<file path="config.mk">
export PLATFORM = sky130hd
export DESIGN_NAME = wiwc_ctrl
export DESIGN_NICKNAME = d
export VERILOG_FILES = /design/src/design/wiwc_pkg.sv /design/src/design/wiwc_sync.sv /design/src/design/wiwc_wdt_core.sv /design/src/design/wiwc_ctrl.sv
export SDC_FILE = /design/constraint.sdc
export NUM_CORES = 1
export LEC_CHECK = 0
export BUFFER_PORTS_ARGS = -buffer_cell sky130_fd_sc_hd__buf_4
export CORE_MARGIN = 2
export CORE_UTILIZATION = 40
export CTS_CLUSTER_DIAMETER = 50
export DETAILED_ROUTE_END_ITERATION = 7
export GPL_ROUTABILITY_DRIVEN = 1
export GPL_TIMING_DRIVEN = 0
export PLACE_DENSITY_LB_ADDON = 0.08
export RECOVER_POWER = 100
export REMOVE_ABC_BUFFERS = 1
export SETUP_SLACK_MARGIN = 0.05
export SLEW_MARGIN = 20
export SYNTH_ARGS = -nofsm -noshare
export SYNTH_HDL_FRONTEND = slang
export SYNTH_SLANG_ARGS = --single-unit
</file>
<file path="constraint.sdc">
create_clock -name core_clk -period 2.9 [get_ports core_clk]
set_input_delay 0.145 -clock core_clk [delete_from_list [all_inputs] [get_ports core_clk]]
set_output_delay 0.145 -clock core_clk [all_outputs]
set_load 0.01 [all_outputs]
</file>
<file path="src/design/wiwc_pkg.sv">
package wiwc_pkg;

    // ----------------------------------------------------------------
    // Sizes
    // ----------------------------------------------------------------
    localparam int NUM_PERIPH = 16;
    localparam int NUM_INT = 16;
    localparam int PRIO_W = 3;
    localparam int ADDR_W = 8;

    // ----------------------------------------------------------------
    // Register byte offsets
    // ----------------------------------------------------------------
    localparam logic [7:0] ADDR_RESET_CTRL = 8'h00;
    localparam logic [7:0] ADDR_PERIPH_DIS = 8'h04;
    localparam logic [7:0] ADDR_STOP_IDLE = 8'h08;
    localparam logic [7:0] ADDR_INT_ENABLE = 8'h0c;
    localparam logic [7:0] ADDR_STATUS = 8'h10;
    localparam logic [7:0] ADDR_CONFIG = 8'h14;

    // ----------------------------------------------------------------
    // Field positions
    // ----------------------------------------------------------------
    localparam int RC_IDLE_BIT = 2;
    localparam int RC_SLEEP_BIT = 3;
    localparam int RC_CAUSE_BIT = 4;
    localparam int RC_SOFT_EN_BIT = 5;
    localparam int ST_MODE_LSB = 0;
    localparam int ST_COUNT_LSB = 8;
    localparam int CF_PSB_LSB = 0;
    localparam int CF_PSA_LSB = 4;
    localparam int CF_EN_BIT = 8;

    // ----------------------------------------------------------------
    // Reset values
    // ----------------------------------------------------------------
    localparam logic [15:0] PERIPH_DIS_RESET = 16'h0000;
    localparam logic [15:0] STOP_IDLE_RESET = 16'h0000;
    localparam logic [15:0] INT_ENABLE_RESET = 16'h0000;
    localparam logic CFG_EN_ERASED = 1'b1;
    localparam logic [1:0] CFG_PSA_ERASED = 2'h3;
    localparam logic [3:0] CFG_PSB_ERASED = 4'hf;

    // ----------------------------------------------------------------
    // Watchdog timing counts and the interrupt priority-off level
    // ----------------------------------------------------------------
    localparam logic [1:0] LOW_POWER_RC_CLOCK_DIV_LAST = 2'h3;
    localparam logic [9:0] PSA_LAST_1 = 10'h000;
    localparam logic [9:0] PSA_LAST_8 = 10'h007;
    localparam logic [9:0] PSA_LAST_64 = 10'h03f;
    localparam logic [9:0] PSA_LAST_512 = 10'h1ff;
    localparam logic [7:0] WDT_COUNT_LAST = 8'hff;
    localparam logic [PRIO_W-1:0] PRIO_OFF = 3'h0;

    // ----------------------------------------------------------------
    // Power modes
    // ----------------------------------------------------------------
    typedef enum logic [1:0] {
        PM_RUN = 2'b00,
        PM_ENTER = 2'b01,
        PM_IDLE = 2'b10,
        PM_SLEEP = 2'b11
    } wiwc_mode_type;

endpackage

</file>
<file path="src/design/wiwc_sync.sv">
`timescale 1ns/10ps
module wiwc_sync (
    // Clock and reset
    input wire logic core_clk,
    input wire logic rst_b,
    // Level across the boundary
    input wire logic async_in,
    output logic sync_out
);

    typedef struct packed {
        logic stage1;
        logic stage2;
    } wiwc_sync_type;

    wiwc_sync_type state_ff;
    wiwc_sync_type nxt_state;

    // Two stages; only the second is visible outside
    always_comb begin
        nxt_state = state_ff;
        nxt_state.stage1 = async_in;
        nxt_state.stage2 = state_ff.stage1;
    end

    always_ff @(posedge core_clk or negedge rst_b) begin
        if (!rst_b) begin
            state_ff <= '0;
        end else begin
            state_ff <= nxt_state;
        end
    end

    assign sync_out = state_ff.stage2;

endmodule

</file>
<file path="src/design/wiwc_wdt_core.sv">
`timescale 1ns/10ps
module wiwc_wdt_core
    import wiwc_pkg::*;
(
    // Clock and reset
    input wire logic core_clk,
    input wire logic rst_b,
    // Control
    input wire logic low_power_rc_clock_tick,
    input wire logic wdt_enable,
    input wire logic wdt_clear,
    input wire logic [1:0] cfg_prescale_a,
    input wire logic [3:0] cfg_prescale_b,
    // Result
    output logic [7:0] wdt_count,
    output logic wdt_timeout
);

    typedef struct packed {
        logic [1:0] div;
        logic [9:0] psa;
        logic [3:0] psb;
        logic [7:0] count;
        logic timeout;
    } wiwc_wdt_type;

    wiwc_wdt_type state_ff;
    wiwc_wdt_type nxt_state;

    // Prescaler A terminal count from its field
    function automatic logic [9:0] psa_last(input logic [1:0] sel);
        logic [9:0] last;
        unique case (sel)
            2'h0: last = PSA_LAST_1;
            2'h1: last = PSA_LAST_8;
            2'h2: last = PSA_LAST_64;
            2'h3: last = PSA_LAST_512;
        endcase
        return last;
    endfunction

    // Divider chain; clear beats any pending overflow
    always_comb begin
        nxt_state = state_ff;
        nxt_state.timeout = 1'b0;
        if (wdt_clear || !wdt_enable) begin
            nxt_state.div = '0;
            nxt_state.psa = '0;
            nxt_state.psb = '0;
            nxt_state.count = '0;
        end else if (low_power_rc_clock_tick) begin
            if (state_ff.div == LOW_POWER_RC_CLOCK_DIV_LAST) begin
                nxt_state.div = '0;
                if (state_ff.psa == psa_last(cfg_prescale_a)) begin
                    nxt_state.psa = '0;
                    if (state_ff.psb == cfg_prescale_b) begin
                        nxt_state.psb = '0;
                        if (state_ff.count == WDT_COUNT_LAST) begin
                            nxt_state.count = '0;
                            nxt_state.timeout = 1'b1;
                        end else begin
                            nxt_state.count = state_ff.count + 8'h01;
                        end
                    end else begin
                        nxt_state.psb = state_ff.psb + 4'h1;
                    end
                end else begin
                    nxt_state.psa = state_ff.psa + 10'h001;
                end
            end else begin
                nxt_state.div = state_ff.div + 2'h1;
            end
        end
    end

    always_ff @(posedge core_clk or negedge rst_b) begin
        if (!rst_b) begin
            state_ff <= '0;
        end else begin
            state_ff <= nxt_state;
        end
    end

    assign wdt_count = state_ff.count;
    assign wdt_timeout = state_ff.timeout;

endmodule

</file>
<file path="src/design/wiwc_ctrl.sv">
`timescale 1ns/10ps
module wiwc_ctrl
    import wiwc_pkg::*;
(
    // Clock and reset
    input wire logic core_clk,
    input wire logic rst_b,
    // APB slave
    input wire logic psel,
    input wire logic penable,
    input wire logic pwrite,
    input wire logic [ADDR_W-1:0] paddr,
    input wire logic [31:0] pwdata,
    output logic [31:0] prdata,
    output logic pready,
    output logic pslverr,
    // Nonvolatile configuration
    input wire logic cfg_watchdog_enable,
    input wire logic [1:0] cfg_prescale_a,
    input wire logic [3:0] cfg_prescale_b,
    input wire logic clock_fail_monitor_en,
    // Internal RC clock pin
    input wire logic low_power_rc_clock,
    // Processor side
    input wire logic power_save_instr,
    input wire logic power_save_idle,
    input wire logic clear_watchdog_instr,
    input wire logic [PRIO_W-1:0] cpu_priority,
    input wire logic [NUM_INT-1:0] int_req,
    input wire logic [NUM_INT*PRIO_W-1:0] int_prio,
    input wire logic ext_reset_req,
    // Power and reset control
    output logic cpu_run,
    output logic wake_pulse,
    output logic wake_to_isr,
    output logic sys_reset,
    output logic sys_clk_run,
    output logic low_power_rc_clock_run,
    output logic [NUM_PERIPH-1:0] periph_clk_en,
    output logic [NUM_PERIPH-1:0] periph_access_ok
);

    // ----------------------------------------------------------------
    // State
    // ----------------------------------------------------------------
    typedef struct packed {
        wiwc_mode_type mode;
        logic enter_idle;
        logic cfg_loaded;
        logic cfg_wdt_en;
        logic [1:0] cfg_psa;
        logic [3:0] cfg_psb;
        logic soft_en;
        logic idle_flag;
        logic sleep_flag;
        logic cause_flag;
        logic [NUM_PERIPH-1:0] periph_dis;
        logic [NUM_PERIPH-1:0] stop_idle;
        logic [NUM_INT-1:0] int_en;
        logic [NUM_PERIPH-1:0] periph_clk_en;
        logic [NUM_PERIPH-1:0] periph_access_ok;
        logic cpu_run;
        logic wake_pulse;
        logic wake_to_isr;
        logic sys_reset;
        logic sys_clk_run;
        logic low_power_rc_clock_run;
        logic low_power_rc_clock_prev;
        logic pready;
        logic pslverr;
        logic [31:0] prdata;
    } wiwc_ctrl_type;

    localparam wiwc_ctrl_type CTRL_RESET = '{
        mode: PM_RUN,
        enter_idle: 1'b0,
        cfg_loaded: 1'b0,
        cfg_wdt_en: CFG_EN_ERASED,
        cfg_psa: CFG_PSA_ERASED,
        cfg_psb: CFG_PSB_ERASED,
        soft_en: 1'b0,
        idle_flag: 1'b0,
        sleep_flag: 1'b0,
        cause_flag: 1'b0,
        periph_dis: PERIPH_DIS_RESET,
        stop_idle: STOP_IDLE_RESET,
        int_en: INT_ENABLE_RESET,
        periph_clk_en: '1,
        periph_access_ok: '1,
        cpu_run: 1'b1,
        wake_pulse: 1'b0,
        wake_to_isr: 1'b0,
        sys_reset: 1'b0,
        sys_clk_run: 1'b1,
        low_power_rc_clock_run: 1'b1,
        low_power_rc_clock_prev: 1'b0,
        pready: 1'b0,
        pslverr: 1'b0,
        prdata: 32'h0000_0000
    };

    wiwc_ctrl_type state_ff;
    wiwc_ctrl_type nxt_state;

    // ----------------------------------------------------------------
    // Address decode
    // ----------------------------------------------------------------
    // Shared by read and write paths so both agree on the map
    function automatic logic addr_mapped(input logic [ADDR_W-1:0] addr);
        return (addr == ADDR_RESET_CTRL) || (addr == ADDR_PERIPH_DIS) ||
               (addr == ADDR_STOP_IDLE) || (addr == ADDR_INT_ENABLE) ||
               (addr == ADDR_STATUS) || (addr == ADDR_CONFIG);
    endfunction

    // ----------------------------------------------------------------
    // RC clock sampling and watchdog
    // ----------------------------------------------------------------
    logic low_power_rc_clock_sync;
    logic low_power_rc_clock_tick;
    logic wdt_enable;
    logic wdt_clear;
    logic [7:0] wdt_count;
    logic wdt_timeout;

    wiwc_sync u_low_power_rc_clock_sync (
        .core_clk(core_clk),
        .rst_b(rst_b),
        .async_in(low_power_rc_clock),
        .sync_out(low_power_rc_clock_sync)
    );

    // Rising edge of the sampled RC clock
    assign low_power_rc_clock_tick = low_power_rc_clock_sync & ~state_ff.low_power_rc_clock_prev;
    assign wdt_enable = state_ff.cfg_wdt_en | state_ff.soft_en;

    wiwc_wdt_core u_wdt (
        .core_clk(core_clk),
        .rst_b(rst_b),
        .low_power_rc_clock_tick(low_power_rc_clock_tick),
        .wdt_enable(wdt_enable),
        .wdt_clear(wdt_clear),
        .cfg_prescale_a(state_ff.cfg_psa),
        .cfg_prescale_b(state_ff.cfg_psb),
        .wdt_count(wdt_count),
        .wdt_timeout(wdt_timeout)
    );

    // ----------------------------------------------------------------
    // Interrupt wake qualification
    // ----------------------------------------------------------------
    logic [NUM_INT-1:0] int_wake;
    logic [NUM_INT-1:0] int_above;

    // Per source: enabled, requesting, and not parked at priority zero
    for (genvar i = 0; i < NUM_INT; i++) begin : g_int
        logic [PRIO_W-1:0] prio;
        assign prio = int_prio[i*PRIO_W +: PRIO_W];
        assign int_wake[i] = int_req[i] & state_ff.int_en[i] & (prio != PRIO_OFF);
        assign int_above[i] = int_wake[i] & (prio > cpu_priority);
    end

    // ----------------------------------------------------------------
    // Next state
    // ----------------------------------------------------------------
    logic run_mode;
    logic save_mode;
    logic any_reset;
    logic wake_any;
    logic apb_write;
    logic apb_setup;

    assign run_mode = (state_ff.mode == PM_RUN);
    assign save_mode = (state_ff.mode == PM_IDLE) || (state_ff.mode == PM_SLEEP);
    // Time-out while running is a device reset
    assign any_reset = ext_reset_req | (wdt_timeout & ~save_mode);
    assign wake_any = (|int_wake) | wdt_timeout | ext_reset_req;
    assign apb_setup = psel & ~penable;
    assign apb_write = psel & penable & state_ff.pready & pwrite;
    assign wdt_clear = any_reset | (run_mode & (power_save_instr | clear_watchdog_instr));

    always_comb begin
        nxt_state = state_ff;
        nxt_state.low_power_rc_clock_prev = low_power_rc_clock_sync;
        nxt_state.wake_pulse = 1'b0;
        nxt_state.wake_to_isr = 1'b0;
        nxt_state.sys_reset = 1'b0;

        // Straps caught once, the cycle after reset release
        if (!state_ff.cfg_loaded) begin
            nxt_state.cfg_loaded = 1'b1;
            nxt_state.cfg_wdt_en = cfg_watchdog_enable;
            nxt_state.cfg_psa = cfg_prescale_a;
            nxt_state.cfg_psb = cfg_prescale_b;
        end

        // Software register writes; hardware sets below take priority
        if (apb_write) begin
            unique case (paddr)
                ADDR_RESET_CTRL: begin
                    nxt_state.idle_flag = pwdata[RC_IDLE_BIT];
                    nxt_state.sleep_flag = pwdata[RC_SLEEP_BIT];
                    nxt_state.cause_flag = pwdata[RC_CAUSE_BIT];
                    nxt_state.soft_en = pwdata[RC_SOFT_EN_BIT];
                end
                ADDR_PERIPH_DIS: nxt_state.periph_dis = pwdata[NUM_PERIPH-1:0];
                ADDR_STOP_IDLE: nxt_state.stop_idle = pwdata[NUM_PERIPH-1:0];
                ADDR_INT_ENABLE: nxt_state.int_en = pwdata[NUM_INT-1:0];
                default: ;
            endcase
        end

        // Power mode sequencing
        unique case (state_ff.mode)
            PM_RUN: begin
                if (power_save_instr && !any_reset) begin
                    nxt_state.mode = PM_ENTER;
                    nxt_state.enter_idle = power_save_idle;
                    nxt_state.cpu_run = 1'b0;
                end
            end
            PM_ENTER: begin
                // Interrupt wake requests wait until entry is complete
                nxt_state.mode = state_ff.enter_idle ? PM_IDLE : PM_SLEEP;
                nxt_state.sys_clk_run = state_ff.enter_idle;
            end
            PM_IDLE, PM_SLEEP: begin
                if (wake_any) begin
                    nxt_state.mode = PM_RUN;
                    nxt_state.cpu_run = 1'b1;
                    nxt_state.sys_clk_run = 1'b1;
                    nxt_state.wake_pulse = 1'b1;
                    // Handler entry only for an interrupt above the processor level
                    nxt_state.wake_to_isr = (|int_above) & ~ext_reset_req;
                    if (state_ff.mode == PM_IDLE) begin
                        nxt_state.idle_flag = 1'b1;
                    end else begin
                        nxt_state.sleep_flag = 1'b1;
                    end
                end
            end
        endcase

        // Every time-out marks the cause, reset or wake alike
        if (wdt_timeout) begin
            nxt_state.cause_flag = 1'b1;
        end

        // Device reset other than power-on
        if (any_reset) begin
            nxt_state.sys_reset = 1'b1;
            nxt_state.soft_en = 1'b0;
            nxt_state.periph_dis = PERIPH_DIS_RESET;
            nxt_state.stop_idle = STOP_IDLE_RESET;
            nxt_state.int_en = INT_ENABLE_RESET;
            if (state_ff.mode == PM_ENTER) begin
                nxt_state.mode = PM_RUN;
                nxt_state.cpu_run = 1'b1;
                nxt_state.sys_clk_run = 1'b1;
            end
        end

        // Module clocks follow the stored bits one cycle later
        for (int p = 0; p < NUM_PERIPH; p++) begin
            nxt_state.periph_clk_en[p] = ~state_ff.periph_dis[p] & state_ff.sys_clk_run &
                ~((state_ff.mode == PM_IDLE) & state_ff.stop_idle[p]);
            nxt_state.periph_access_ok[p] = ~state_ff.periph_dis[p];
        end

        // RC oscillator kept alive for its consumers
        nxt_state.low_power_rc_clock_run = wdt_enable | clock_fail_monitor_en;

        // APB: one wait-free access phase, answer built in setup
        nxt_state.pready = apb_setup;
        nxt_state.pslverr = apb_setup & ~addr_mapped(paddr);
        nxt_state.prdata = 32'h0000_0000;
        if (apb_setup && !pwrite) begin
            unique case (paddr)
                ADDR_RESET_CTRL: begin
                    nxt_state.prdata[RC_IDLE_BIT] = state_ff.idle_flag;
                    nxt_state.prdata[RC_SLEEP_BIT] = state_ff.sleep_flag;
                    nxt_state.prdata[RC_CAUSE_BIT] = state_ff.cause_flag;
                    nxt_state.prdata[RC_SOFT_EN_BIT] = state_ff.soft_en;
                end
                ADDR_PERIPH_DIS: nxt_state.prdata[NUM_PERIPH-1:0] = state_ff.periph_dis;
                ADDR_STOP_IDLE: nxt_state.prdata[NUM_PERIPH-1:0] = state_ff.stop_idle;
                ADDR_INT_ENABLE: nxt_state.prdata[NUM_INT-1:0] = state_ff.int_en;
                ADDR_STATUS: begin
                    nxt_state.prdata[ST_MODE_LSB +: 2] = state_ff.mode;
                    nxt_state.prdata[ST_COUNT_LSB +: 8] = wdt_count;
                end
                ADDR_CONFIG: begin
                    nxt_state.prdata[CF_PSB_LSB +: 4] = state_ff.cfg_psb;
                    nxt_state.prdata[CF_PSA_LSB +: 2] = state_ff.cfg_psa;
                    nxt_state.prdata[CF_EN_BIT] = state_ff.cfg_wdt_en;
                end
                default: ;
            endcase
        end
    end

    // ----------------------------------------------------------------
    // State register
    // ----------------------------------------------------------------
    // Power-on reset clears every flag, idle flag included
    always_ff @(posedge core_clk or negedge rst_b) begin
        if (!rst_b) begin
            state_ff <= CTRL_RESET;
        end else begin
            state_ff <= nxt_state;
        end
    end

    // ----------------------------------------------------------------
    // Outputs
    // ----------------------------------------------------------------
    assign prdata = state_ff.prdata;
    assign pready = state_ff.pready;
    assign pslverr = state_ff.pslverr;
    assign cpu_run = state_ff.cpu_run;
    assign wake_pulse = state_ff.wake_pulse;
    assign wake_to_isr = state_ff.wake_to_isr;
    assign sys_reset = state_ff.sys_reset;
    assign sys_clk_run = state_ff.sys_clk_run;
    assign low_power_rc_clock_run = state_ff.low_power_rc_clock_run;
    assign periph_clk_en = state_ff.periph_clk_en;
    assign periph_access_ok = state_ff.periph_access_ok;

endmodule

</file>
==> results by group, run 1 <==
Finish
  – Post-Layout Inst Area: 9987 µm²
  – Final net count: 1149
  – # diodes: 0
  – Share of layout cells above drive strength 1: 21.52%
  – Fillers: 2004
  – Area delta synth->final: 23.14%
  – Final cell count without fillers: around 1300
  – Final Util: 49.84%

Setup path
  – Reg2Reg Setup Slack: 270 ps
  – Worst reg-to-reg path cell count: 7
  – Crit path max-delay family: simple AND/OR/NAND/NOR gates
  – Crit path required time: 3220 ps
  – WP depth: 7
  – CP max-delay cell: or2_0
  – Critical Path End: u_wdt.state_ff[16]$_DFFE_PN0P_
  – CP Launch Type: flop
  – Crit path capture type: flop
  – Largest stage delay, worst path: approximately 740 ps
  – Worst EP arrival: 2950 ps
  – Worst reg2reg startpoint: state_ff[135]$_DFF_PN0_
  – RR Endpoint: u_wdt.state_ff[16]$_DFFE_PN0P_
  – CP Cell Sequence: inv_1, a21o_2, or2_0, nor3_4, buf_12, a21o_1, a22o_1
  – Setup Crit Path Kind: flop to flop
  – Crit. Startpoint: state_ff[135]$_DFF_PN0_
  – CP bufs+invs: 2
  – Critical Path Fanout Max: 23

Floorplan
  – Core ar.: 20040 µm²
  – Die Span Y: 146.4 µm
  – Core Rows: between 50 and 60
  – I/O pins: 197
  – Initial Utilization: 40.47%
  – Die width: 146.4 µm
  – Die Area: approximately 21000 µm²

Place
  – Placed wire-length estimate: 16290 µm
  – Dpl cells: about 1200
  – Buffers on Ports: 164
  – Placed cell area: 9255 µm²
  – Place WS: -92.20 ps
  – Placer Congestion: 0.8072

CTS
  – CTS buffer count: 17
  – Clk slew on worst S/H paths: around 70 ps
  – Sink Count: 147
  – CTS tree: done
  – CTS H-tree depth: 4
  – CTS max path bufs: 2
  – CTS Root Cell: clkbuf_16
  – Clock latency reported for the late side of the worst-skew pair: 430 ps

Power
  – Pleak: ~4.4 nW
  – Power Density: just under 600 nW/µm²
  – Total Power: 5.839 mW
  – Max VDD drop: 0.3615 mV

STA
  – Fmax: 0.3798 GHz
  – Rel. slew slack: -20.37%
  – Worst-margin pin slew: 1805 ps
  – Final slew viol count: 89
  – Fin Hold WS: 19.74 ps
  – Crit share post-route: 90.80%
  – TNS Setup: 0 ps
  – RSZ-0062 raised after global routing: no
  – Hold Violations, Final: 0
  – Final WS setup: 266.9 ps
  – Final setup viols: 0
  – Min cycle time layout: 2633 ps
  – Setup Skew: 9.438 ps

Yosys
  – Most used DFF post-synth: dfrtp_1
  – Async S/R FF share, synth: 100.0%
  – Syn Area/Cell: 9.725 µm²
  – Post-Syn Area: 8110 µm²
  – Register area share after synthesis: 46.00%
  – Yosys cell types: 64
  – Yosys reg bits: 147
  – Mapped Cells: between 800 and 900
  – Synth warn: 0
  – Post-synth EDFFs: 0

GRT
  – Grt total ovfl: 0
  – All-Layer GR Usage: 20.75%
  – First-pass GRT wire length: ~35000 µm
  – Largest net degree at the start of global routing: 79
  – Vias in the first global route: 6330
  – Initial antenna violation count: 0

Detailed routing
  – Routed WL: 22290 µm
  – Initial DRC count: 494
  – Avg WL per Cell: 17.76 µm
  – Routed via count: 6549
  – DRT Pass-1 Iters: 7
  – Number of remaining DRC errors: 0
  – Post-DRT Antenna Nets: 0
  – Avg Vias per Cell: 5.218

Run
  – Max-cap violations: 3

Run status
  – Failing checks: capacitance limit, slew limit
  – Outcome: finished, violations left

Worst hold path
  – Worst hold path type: input pin to flop
[synth_stat cells (2+ instances only)]
cell type | instances | area [µm²]
mux2i_1 | 20 | 200.2
and3_1 | 4 | 25.02
nor2b_1 | 19 | 118.9
xor2_1 | 5 | 43.79
nand4b_1 | 2 | 17.52
dfrtp_1 | 105 | 2628
a21o_1 | 3 | 22.52
or4_1 | 2 | 15.01
nand3b_1 | 5 | 37.54
nor4_1 | 5 | 31.28
and3b_1 | 2 | 17.52
nand2b_1 | 7 | 43.79
or3_1 | 4 | 25.02
nand3_1 | 11 | 55.05
o311ai_0 | 15 | 131.4
ha_1 | 52 | 650.6
nor3_1 | 7 | 35.03
mux4_2 | 4 | 90.09
o21ai_0 | 34 | 170.2
nor2_1 | 45 | 168.9
buf_4 | 66 | 495.5
a222oi_1 | 10 | 100.1
buf_2 | 4 | 20.02
a211oi_1 | 2 | 15.01
a22oi_1 | 9 | 67.56
nand2_1 | 115 | 431.7
a22o_1 | 2 | 17.52
and2_1 | 2 | 12.51
a21oi_1 | 76 | 380.4
inv_1 | 44 | 165.2
mux2_2 | 8 | 90.09
o21a_1 | 15 | 112.6
conb_1 | 2 | 7.510
nand4_1 | 10 | 62.56
clkbuf_1 | 24 | 90.09
nor3_2 | 2 | 20.02
a31oi_1 | 24 | 150.1
dfstp_2 | 42 | 1104
[report_power, final]
part	leakage, nW	internal (mW)	switching, mW
Sequential	1.88	2.32	0.143
Clock	0.325	1.59	0.907
Combinational	2.16	0.382	0.503
[kinds of logic (layout without fill, tap and decap cells)]
group,Yosys count,in the layout,share of synthesized area [%]
simple gates,252,252,15.21
other cells,2,17,0.09260
xor+xnor,6,6,0.6479
fa+ha+maj,52,52,8.022
flops,147,147,46.00
compound gates,203,203,15.74
mux,32,32,4.690
buf+inv,140,276,9.596
[worst min-delay path by stage]
stage                       startpoint                                               end  slack (ps)  depth (start not counted)
detailed placement               rst_b                    u_wdt.state_ff[18]$_DFFE_PN0P_         140                          1
finish                            psel                                  pready$_DFF_PN0_          20                          3
global route                      psel                                  pready$_DFF_PN0_          30                          3
floorplan                        rst_b                               prdata[0]$_DFF_PN0_        -150                          0
CTS                               psel                                  pready$_DFF_PN0_          10                          3
global placement    low_power_rc_clock  u_low_power_rc_clock_sync.nxt_state[0]$_DFF_PN0_         260                          1
[what timing repair did]
| action | in CTS | in global routing |
|---|---|---|
| endpoints found under the setup margin | 8 | 8 |
| pin swaps | 0 | 1 |
| resized for setup | 1 | 0 |
| setup buffers | 0 | 1 |
| hold buffers | 28 | 0 |
| hold endpoints to repair | 98 | 0 |
[placed cells by master, fill, tap and decap left out, types with 5 or more instances in the layout]
cell	synthesis	routed
a31oi_1	24	24
clkbuf_16	0	17
mux2i_1	20	20
dfrtp_1	105	105
nand3_1	11	11
nor2b_1	19	17
buf_4	66	108
conb_1	2	17
xor2_1	5	5
mux2_2	8	8
o21a_1	15	15
nand3b_1	5	5
inv_1	44	45
nor4_1	5	5
dfstp_2	42	38
nor3_1	7	8
nand4_1	10	10
dlygate4sd3_1	0	28
nand2_1	115	115
a222oi_1	10	10
bufinv_16	0	5
o21ai_0	34	34
o311ai_0	15	15
ha_1	52	52
a21oi_1	76	76
nor2_1	45	46
nand2b_1	7	7
clkbuf_1	24	53
a22oi_1	9	9
[layout make-up]
type | count | area (µm²) | share of cell area, %
sequential | 147 | 3731 | 37.36
multi-input combinational | 562 | 3659 | 36.63
timing repair buffer | 199 | 1419 | 14.21
clock buffer | 19 | 452.9 | 4.535
tap | 270 | 337.8 | 3.383
clock inverter | 13 | 219.0 | 2.192
inverter | 45 | 168.9 | 1.691
[registers in the layout, summed over array words and instances, names as in the netlist]
| name | cells |
|---|---|
| cpu_run | 1 |
| low_power_rc_clock_run | 1 |
| periph_access_ok | 16 |
| periph_clk_en | 16 |
| prdata | 16 |
| pready | 1 |
| pslverr | 1 |
| state_ff | 64 |
| sys_clk_run | 1 |
| sys_reset | 1 |
| u_low_power_rc_clock_sync.nxt_state | 1 |
| u_low_power_rc_clock_sync.sync_out | 1 |
| u_wdt.state_ff | 16 |
| u_wdt.wdt_count | 8 |
| u_wdt.wdt_timeout | 1 |
| wake_pulse | 1 |
| wake_to_isr | 1 |
[worst reg2reg max path, delay by kind of cell (launching register included)]
family	cells	cell delay [ps]
simple gates	2	850
compound gates	3	840
flops	1	480
buf+inv	2	360
[layer usage]
layer,wire length [µm],vias up,GRT usage [%]
met3,1288,25,4.500
met5,0,-,0
met2,10870,196,34.06
met4,255,0,5.194
met1,9873,3174,28.16
li1,-,3154,-
(Power assumes the default switching activity.)
==> inputs of run 2 (changes only) <==
- HOLD_SLACK_MARGIN: default -> 0.05
==> run 2 against run 1 <==
The flow still finishes with violations (capacitance limit, slew limit). Fmax down 0.50%. Critical endpoint is now state_ff[105]$_DFFE_PN0P_. Final area increased by 0.10%. Global-route usage unchanged. Sequential cell count did not move.
==> results by group, run 2 (synthesis gave the netlist of run 1 again) <==
CTS
  – Sink Count: ~150
  – Clock latency reported for the late side of the worst-skew pair: between 400 and 500 ps
  – CTS H-tree depth: 4
  – CTS Root Cell: clkbuf_16
  – CTS buffer count: 17
  – Clk slew on worst S/H paths: 60 ps
  – CTS tree: done
  – CTS max path bufs: 2

Floorplan
  – Die width: 146.4 µm
  – Core ar.: about 20000 µm²
  – Core Rows: 52
  – Initial Utilization: 40.47%
  – I/O pins: 197
  – Die Span Y: 146.4 µm
  – Die Area: 21430 µm²

STA
  – Crit share post-route: 91.25%
  – Min cycle time layout: 2646 ps
  – Hold Violations, Final: 0
  – Final setup viols: 0
  – Setup Skew: 8.895 ps
  – RSZ-0062 raised after global routing: no
  – Fmax: 0.3779 GHz
  – Final slew viol count: 89
  – Rel. slew slack: -20.61%
  – TNS Setup: 0 ps
  – Fin Hold WS: approximately 66 ps
  – Worst-margin pin slew: 1809 ps

Place
  – Placed wire-length estimate: 16290 µm
  – Buffers on Ports: 164
  – Placer Congestion: approximately 0.81

Setup path
  – Largest stage delay, worst path: 1270 ps
  – CP Cell Sequence: dlygate4sd3_1, clkbuf_4, nand4_1, nor3_1, buf_8, mux2i_1, nor2_1
  – CP max-delay cell: nor3_1
  – RR Endpoint: u_wdt.state_ff[16]$_DFFE_PN0P_
  – Worst reg-to-reg path cell count: 7
  – Crit path required time: 3200 ps
  – Crit. Startpoint: psel
  – Worst reg2reg startpoint: state_ff[135]$_DFF_PN0_
  – Reg2Reg Setup Slack: about 260 ps
  – Setup Crit Path Kind: input pin to flop
  – Worst EP arrival: 2950 ps
  – Crit path capture type: flop
  – Critical Path End: state_ff[105]$_DFFE_PN0P_
  – CP Launch Type: input pin
  – Critical Path Fanout Max: 10

Finish
  – Top reg by flops: state_ff
  – Largest register FFs: 64
  – Sequential cell area: roughly 3700 µm²
  – Multi-input gate area: 3659 µm²
  – Most common cell after layout, fill and taps aside: nand2_1
  – # diodes: 0
  – Final net count: between 1000 and 1500
  – Area delta synth->final: 23.26%
  – Most frequent cells in the layout: nand2_1, buf_4, dfrtp_1, a21oi_1, clkbuf_1
  – Share of layout cells above drive strength 1: 21.50%
  – Fillers: 2003
  – Final Util: about half

Power
  – Share of power burned in registers: 42.1%
  – Int Power: 4.287 mW
  – P_sw: 1.558 mW
  – Switching Fraction: 26.66%
  – Clock power frac: 42.7%
  – Power Density: approximately 580 nW/µm²
  – Combinational share of power: 15.2%
  – Pleak: 4.367 nW
  – Max VDD drop: 0.3622 mV

Worst hold path
  – Worst hold path type: input pin to flop

GRT
  – Grt total ovfl: 0
  – Vias in the first global route: 6336
  – First-pass GRT wire length: 34580 µm
  – Largest net degree at the start of global routing: 79
  – Initial antenna violation count: 0
  – All-Layer GR Usage: 20.75%

Detailed routing
  – Routed WL: roughly 22000 µm
  – DRT Pass-1 Iters: 5
  – Max layer used: met4
  – Routed via count: 6546
  – Avg WL per Cell: 17.80 µm
  – Avg Vias per Cell: 5.212
  – Routed met2 length: approximately 11000 µm
  – Metal-1 WL: 10050 µm
  – Post-DRT Antenna Nets: 0
  – Initial DRC count: 513
  – Met3 Routed Length: 1215 µm
  – Number of remaining DRC errors: 0

Run status
  – Outcome: finished, violations left
  – Failing checks: capacitance limit, slew limit

Run
  – Max-cap violations: 3
run 2: worst max-delay path: cells and delay by family:
family | cells | cell delay, ps
simple gates | 3 | 1570
buf+inv | 3 | 980
mux | 1 | 250
run 2: power by group through the flow:
stage	Combinational (mW)	Sequential, mW	Clock, mW
after CTS	1.01	2.48	2.52
after floorplan	0.376	2.53	0
after detailed placement	0.972	2.51	0
after global routing	0.996	2.49	2.62
after global placement	0.938	2.52	0
final	0.887	2.46	2.50
run 2: area by class of cell:
| type | count | area share (%) |
|---|---|---|
| multi-input combinational | 562 | 36.60 |
| inverter | 45 | 1.690 |
| tap | 270 | 3.379 |
| timing repair buffer | 200 | 14.29 |
| clock inverter | 13 | 2.190 |
| clock buffer | 19 | 4.531 |
| sequential | 147 | 37.32 |
run 2: worst min path at each step:
stage                                  start                                               end  slack, ps  cells past startpoint
after floorplan                        rst_b                               prdata[0]$_DFF_PN0_       -150                      0
after global placement    low_power_rc_clock  u_low_power_rc_clock_sync.nxt_state[0]$_DFF_PN0_        260                      1
after detailed placement               rst_b                    u_wdt.state_ff[18]$_DFFE_PN0P_        140                      1
after CTS                            penable                                  pready$_DFF_PN0_         60                      3
after global routing                 penable                                  pready$_DFF_PN0_         70                      3
final                                penable                                  pready$_DFF_PN0_         70                      3
run 2: stage by stage:
step	setup slack, ps	std cells	cell area, µm²	power [mW]
final	253.7	1256	9997	5.845
after global routing	17.29	1256	9997	6.104
after CTS	176.3	1255	10220	6.011
after detailed placement	-92.20	1194	9255	3.484
after global placement	-1150	1188	9126	3.454
after floorplan	266.0	754	7557	2.904
run 2: layer usage:
metal / track usage [%] / vias up
met1: 28.16 / 3172
met2: 34.06 / 188
li1: - / 3156
met4: 5.194 / 0
met5: 0 / -
met3: 4.500 / 30
run 2: timing repair:
| item | 4_1_cts | 5_1_grt |
|---|---|---|
| hold buffers | 29 | 0 |
| endpoints found under the setup margin | 8 | 8 |
| setup buffers | 0 | 1 |
| pin swaps | 0 | 1 |
| resized for setup | 1 | 0 |
| endpoints found under the hold margin | 112 | 0 |
==> inputs of run 3 (changes only) <==
- SYNTH_HIERARCHICAL: default -> 1
==> run 3 against run 2 <==
The run ends with DRC, capacitance limit, slew limit left. Clock skew about the same. Final area down 1.5%. First-iteration DRC count down 12%. Combinational power down 6.1%. Clock power down 14%. Count of clock-buffer cells in the layout up 2.
==> results by group, run 3 <==
Run status
  – Outcome: finished, violations left
  – Failing checks: DRC, capacitance limit, slew limit

Setup path
  – Critical Path End: wake_to_isr$_DFF_PN0_
  – CP Launch Type: input pin
  – CP Cell Sequence: clkbuf_4, inv_1, ha_1, nor2b_1, o21a_1, o21ai_0, nand4_1, nor4_1, nor3_1
  – WP depth: 9
  – Reg2Reg Setup Slack: approximately 320 ps
  – Critical Path Fanout Max: 16
  – Setup Crit Path Kind: input pin to flop
  – Worst reg2reg startpoint: state_ff[128]$_DFFE_PN1N_
  – Crit path capture type: flop
  – Largest stage delay, worst path: 890 ps
  – Worst reg-to-reg path cell count: 5
  – CP bufs+invs: 2
  – Crit path required time: 3160 ps
  – CP max-delay cell: nor4_1
  – Crit path max-delay family: simple AND/OR/NAND/NOR gates
  – RR Endpoint: u_wdt/wdt_count[7]$_DFFE_PN0P_
  – Crit. Startpoint: cpu_priority[1]
  – Worst EP arrival: 2910 ps

Detailed routing
  – Avg WL per Cell: 18.30 µm
  – Routed WL: between 20000 and 25000 µm
  – Post-DRT Antenna Nets: 0
  – DRT Pass-1 Iters: 8
  – Avg Vias per Cell: 5.237
  – Number of remaining DRC errors: 2
  – Routed via count: 6578
  – Initial DRC count: 451

Floorplan
  – Die Area: 21780 µm²
  – I/O pins: 197
  – Core ar.: 20230 µm²
  – Die width: 147.6 µm
  – Core Rows: 52
  – Initial Utilization: about two fifths
  – Die Span Y: 147.6 µm

Worst hold path
  – Worst hold path type: input pin to flop
  – Min-delay src: paddr[3]

Finish
  – Top reg by flops: state_ff
  – Multi-input gate area: 3661 µm²
  – Final net count: 1150
  – Most common cell after layout, fill and taps aside: nand2_1
  – Largest register FFs: 64
  – Sequential cell area: 3731 µm²
  – Area delta synth->final: 19.45%
  – Share of layout cells above drive strength 1: 20.59%
  – # diodes: 0
  – Most frequent cells in the layout: nand2_1, buf_4, dfrtp_1, a21oi_1, clkbuf_1
  – Final cell count without fillers: 1256
  – Fillers: between 1500 and 2000
  – Final Util: 48.69%

Yosys
  – Mux cell area share after synthesis: around 4%
  – Register area share after synthesis: 45.24%
  – Area share of the largest cell type after synthesis: 31.86%
  – Top post-synthesis cells by area: dfrtp_1, dfstp_2, ha_1
  – Post-Synth Simple-Gate Area: 15.26%
  – Yosys top cell by area: dfrtp_1
  – Area share of fa/ha/maj cells after synthesis: 7.888%
  – Mapped Cells: 844
  – Post-synth EDFFs: 0
  – Async S/R FF share, synth: 100.0%
  – Most used DFF post-synth: dfrtp_1
  – Yosys cell types: 71
  – Syn Area/Cell: between 9 and 10 µm²
  – Main combinational cell family by area after synthesis: compound AO/OA/AOI/OAI gates
  – Synth warn: 6
  – Post-synthesis compound-gate area fraction: 16.50%
  – Yosys reg bits: roughly 150
  – Post-Syn Area: around 8200 µm²
  – Cell with the most instances after synthesis: nand2_1
  – Top post-synthesis cells by count: nand2_1, dfrtp_1, a21oi_1
  – XOR/XNOR Fraction of Synth Area: 0.5309%

GRT
  – Initial antenna violation count: 0
  – First-pass GRT wire length: 35710 µm
  – All-Layer GR Usage: 21.33%
  – Vias in the first global route: ~6400
  – Largest net degree at the start of global routing: 81
  – Grt total ovfl: 0

Power
  – Max VDD drop: between 0.3 and 0.4 mV
  – Pleak: 4.298 nW
  – Power Density: around 550 nW/µm²

CTS
  – CTS H-tree depth: 4
  – Clock latency reported for the late side of the worst-skew pair: between 400 and 500 ps
  – CTS buffer count: 17
  – CTS max path bufs: 2
  – Clk slew on worst S/H paths: 60 ps
  – Sink Count: between 100 and 150
  – CTS tree: done
  – CTS Root Cell: clkbuf_16

Place
  – Placer Congestion: ~0.81
  – Buffers on Ports: 164
  – Dpl cells: roughly 1200
  – Placed wire-length estimate: between 15000 and 20000 µm

STA
  – Final setup viols: 0
  – Crit share post-route: 91.29%
  – Fin Hold WS: 64.88 ps
  – TNS Setup: 0 ps
  – Hold Violations, Final: 0
  – Final slew viol count: 80
  – Rel. slew slack: -16.39%
  – Worst-margin pin slew: between 1500 and 2000 ps
  – RSZ-0062 raised after global routing: no
  – Min cycle time layout: about 2600 ps
  – Setup Skew: 8.980 ps
  – Fmax: roughly 0.38 GHz

Run
  – Max-cap violations: 2
-- run 3: cell families (layout without fill, tap and decap cells) --
family | after synthesis | after routing
adder cells (fa/ha/maj) | 52 | 52
multiplexers | 31 | 31
XOR/XNOR | 5 | 5
buffers and inverters | 146 | 273
AO/OA/AOI/OAI | 203 | 203
flip-flops | 147 | 147
AND/OR/NAND/NOR | 258 | 258
other | 2 | 17
-- run 3: worst min path at each step --
stage	end	slack (ps)	cells past startpoint
finish	prdata[7]$_DFF_PN0_	60	3
global route	prdata[7]$_DFF_PN0_	70	3
CTS	prdata[7]$_DFF_PN0_	60	3
detailed placement	u_low_power_rc_clock_sync/sync_out$_DFF_PN0_	140	1
global placement	u_low_power_rc_clock_sync/nxt_state[0]$_DFF_PN0_	250	1
floorplan	prdata[0]$_DFF_PN0_	-150	0
-- run 3: area by class of cell --
cell class                      instances  area share [%]
Sequential cell                       147           37.87
Inverter                               42           1.613
Clock buffer                           21           4.572
Clock inverter                         11           1.321
Multi-Input combinational cell        566           37.16
Timing Repair Buffer                  199           14.03
Tap cell                              270           3.429
-- run 3: worst register-to-register path, stage by stage (launching register included) --
cell      delay, ps
dfstp_1         600
xor2_1          100
nor4_2          690
and4_1          620
o211ai_1        170
a32o_1          280
-- run 3: through the flow --
| step | setup slack (ps) | cell area (µm²) | total power [mW] |
|---|---|---|---|
| floorplan | 754.4 | 7590 | 2.845 |
| detailed placement | -175.0 | 9246 | 3.402 |
| global route | 83.02 | 9852 | 5.667 |
| global placement | -139.8 | 9159 | 3.374 |
| CTS | 110.2 | 10150 | 5.601 |
| finish | 252.6 | 9852 | 5.408 |
-- run 3: repair_timing --
item,in CTS,in global routing
gates resized for setup,0,1
hold buffers,32,0
endpoints found under the setup margin,0,9
endpoints found under the hold margin,123,0
buffers inserted,0,0
-- run 3: layer usage --
metal  vias up  routed length (µm)  global-route usage (%)
met4         0                 410                   6.346
met2       210               10810                   34.70
met1      3168               10260                   28.64
met5         -                   0                       0
met3        25                1510                   4.722
li1       3175                   -                       -
-- run 3: where the power goes --
part | switching, mW | internal, mW
Combinational | 0.480 | 0.353
Clock | 0.855 | 1.29
Sequential | 0.122 | 2.30
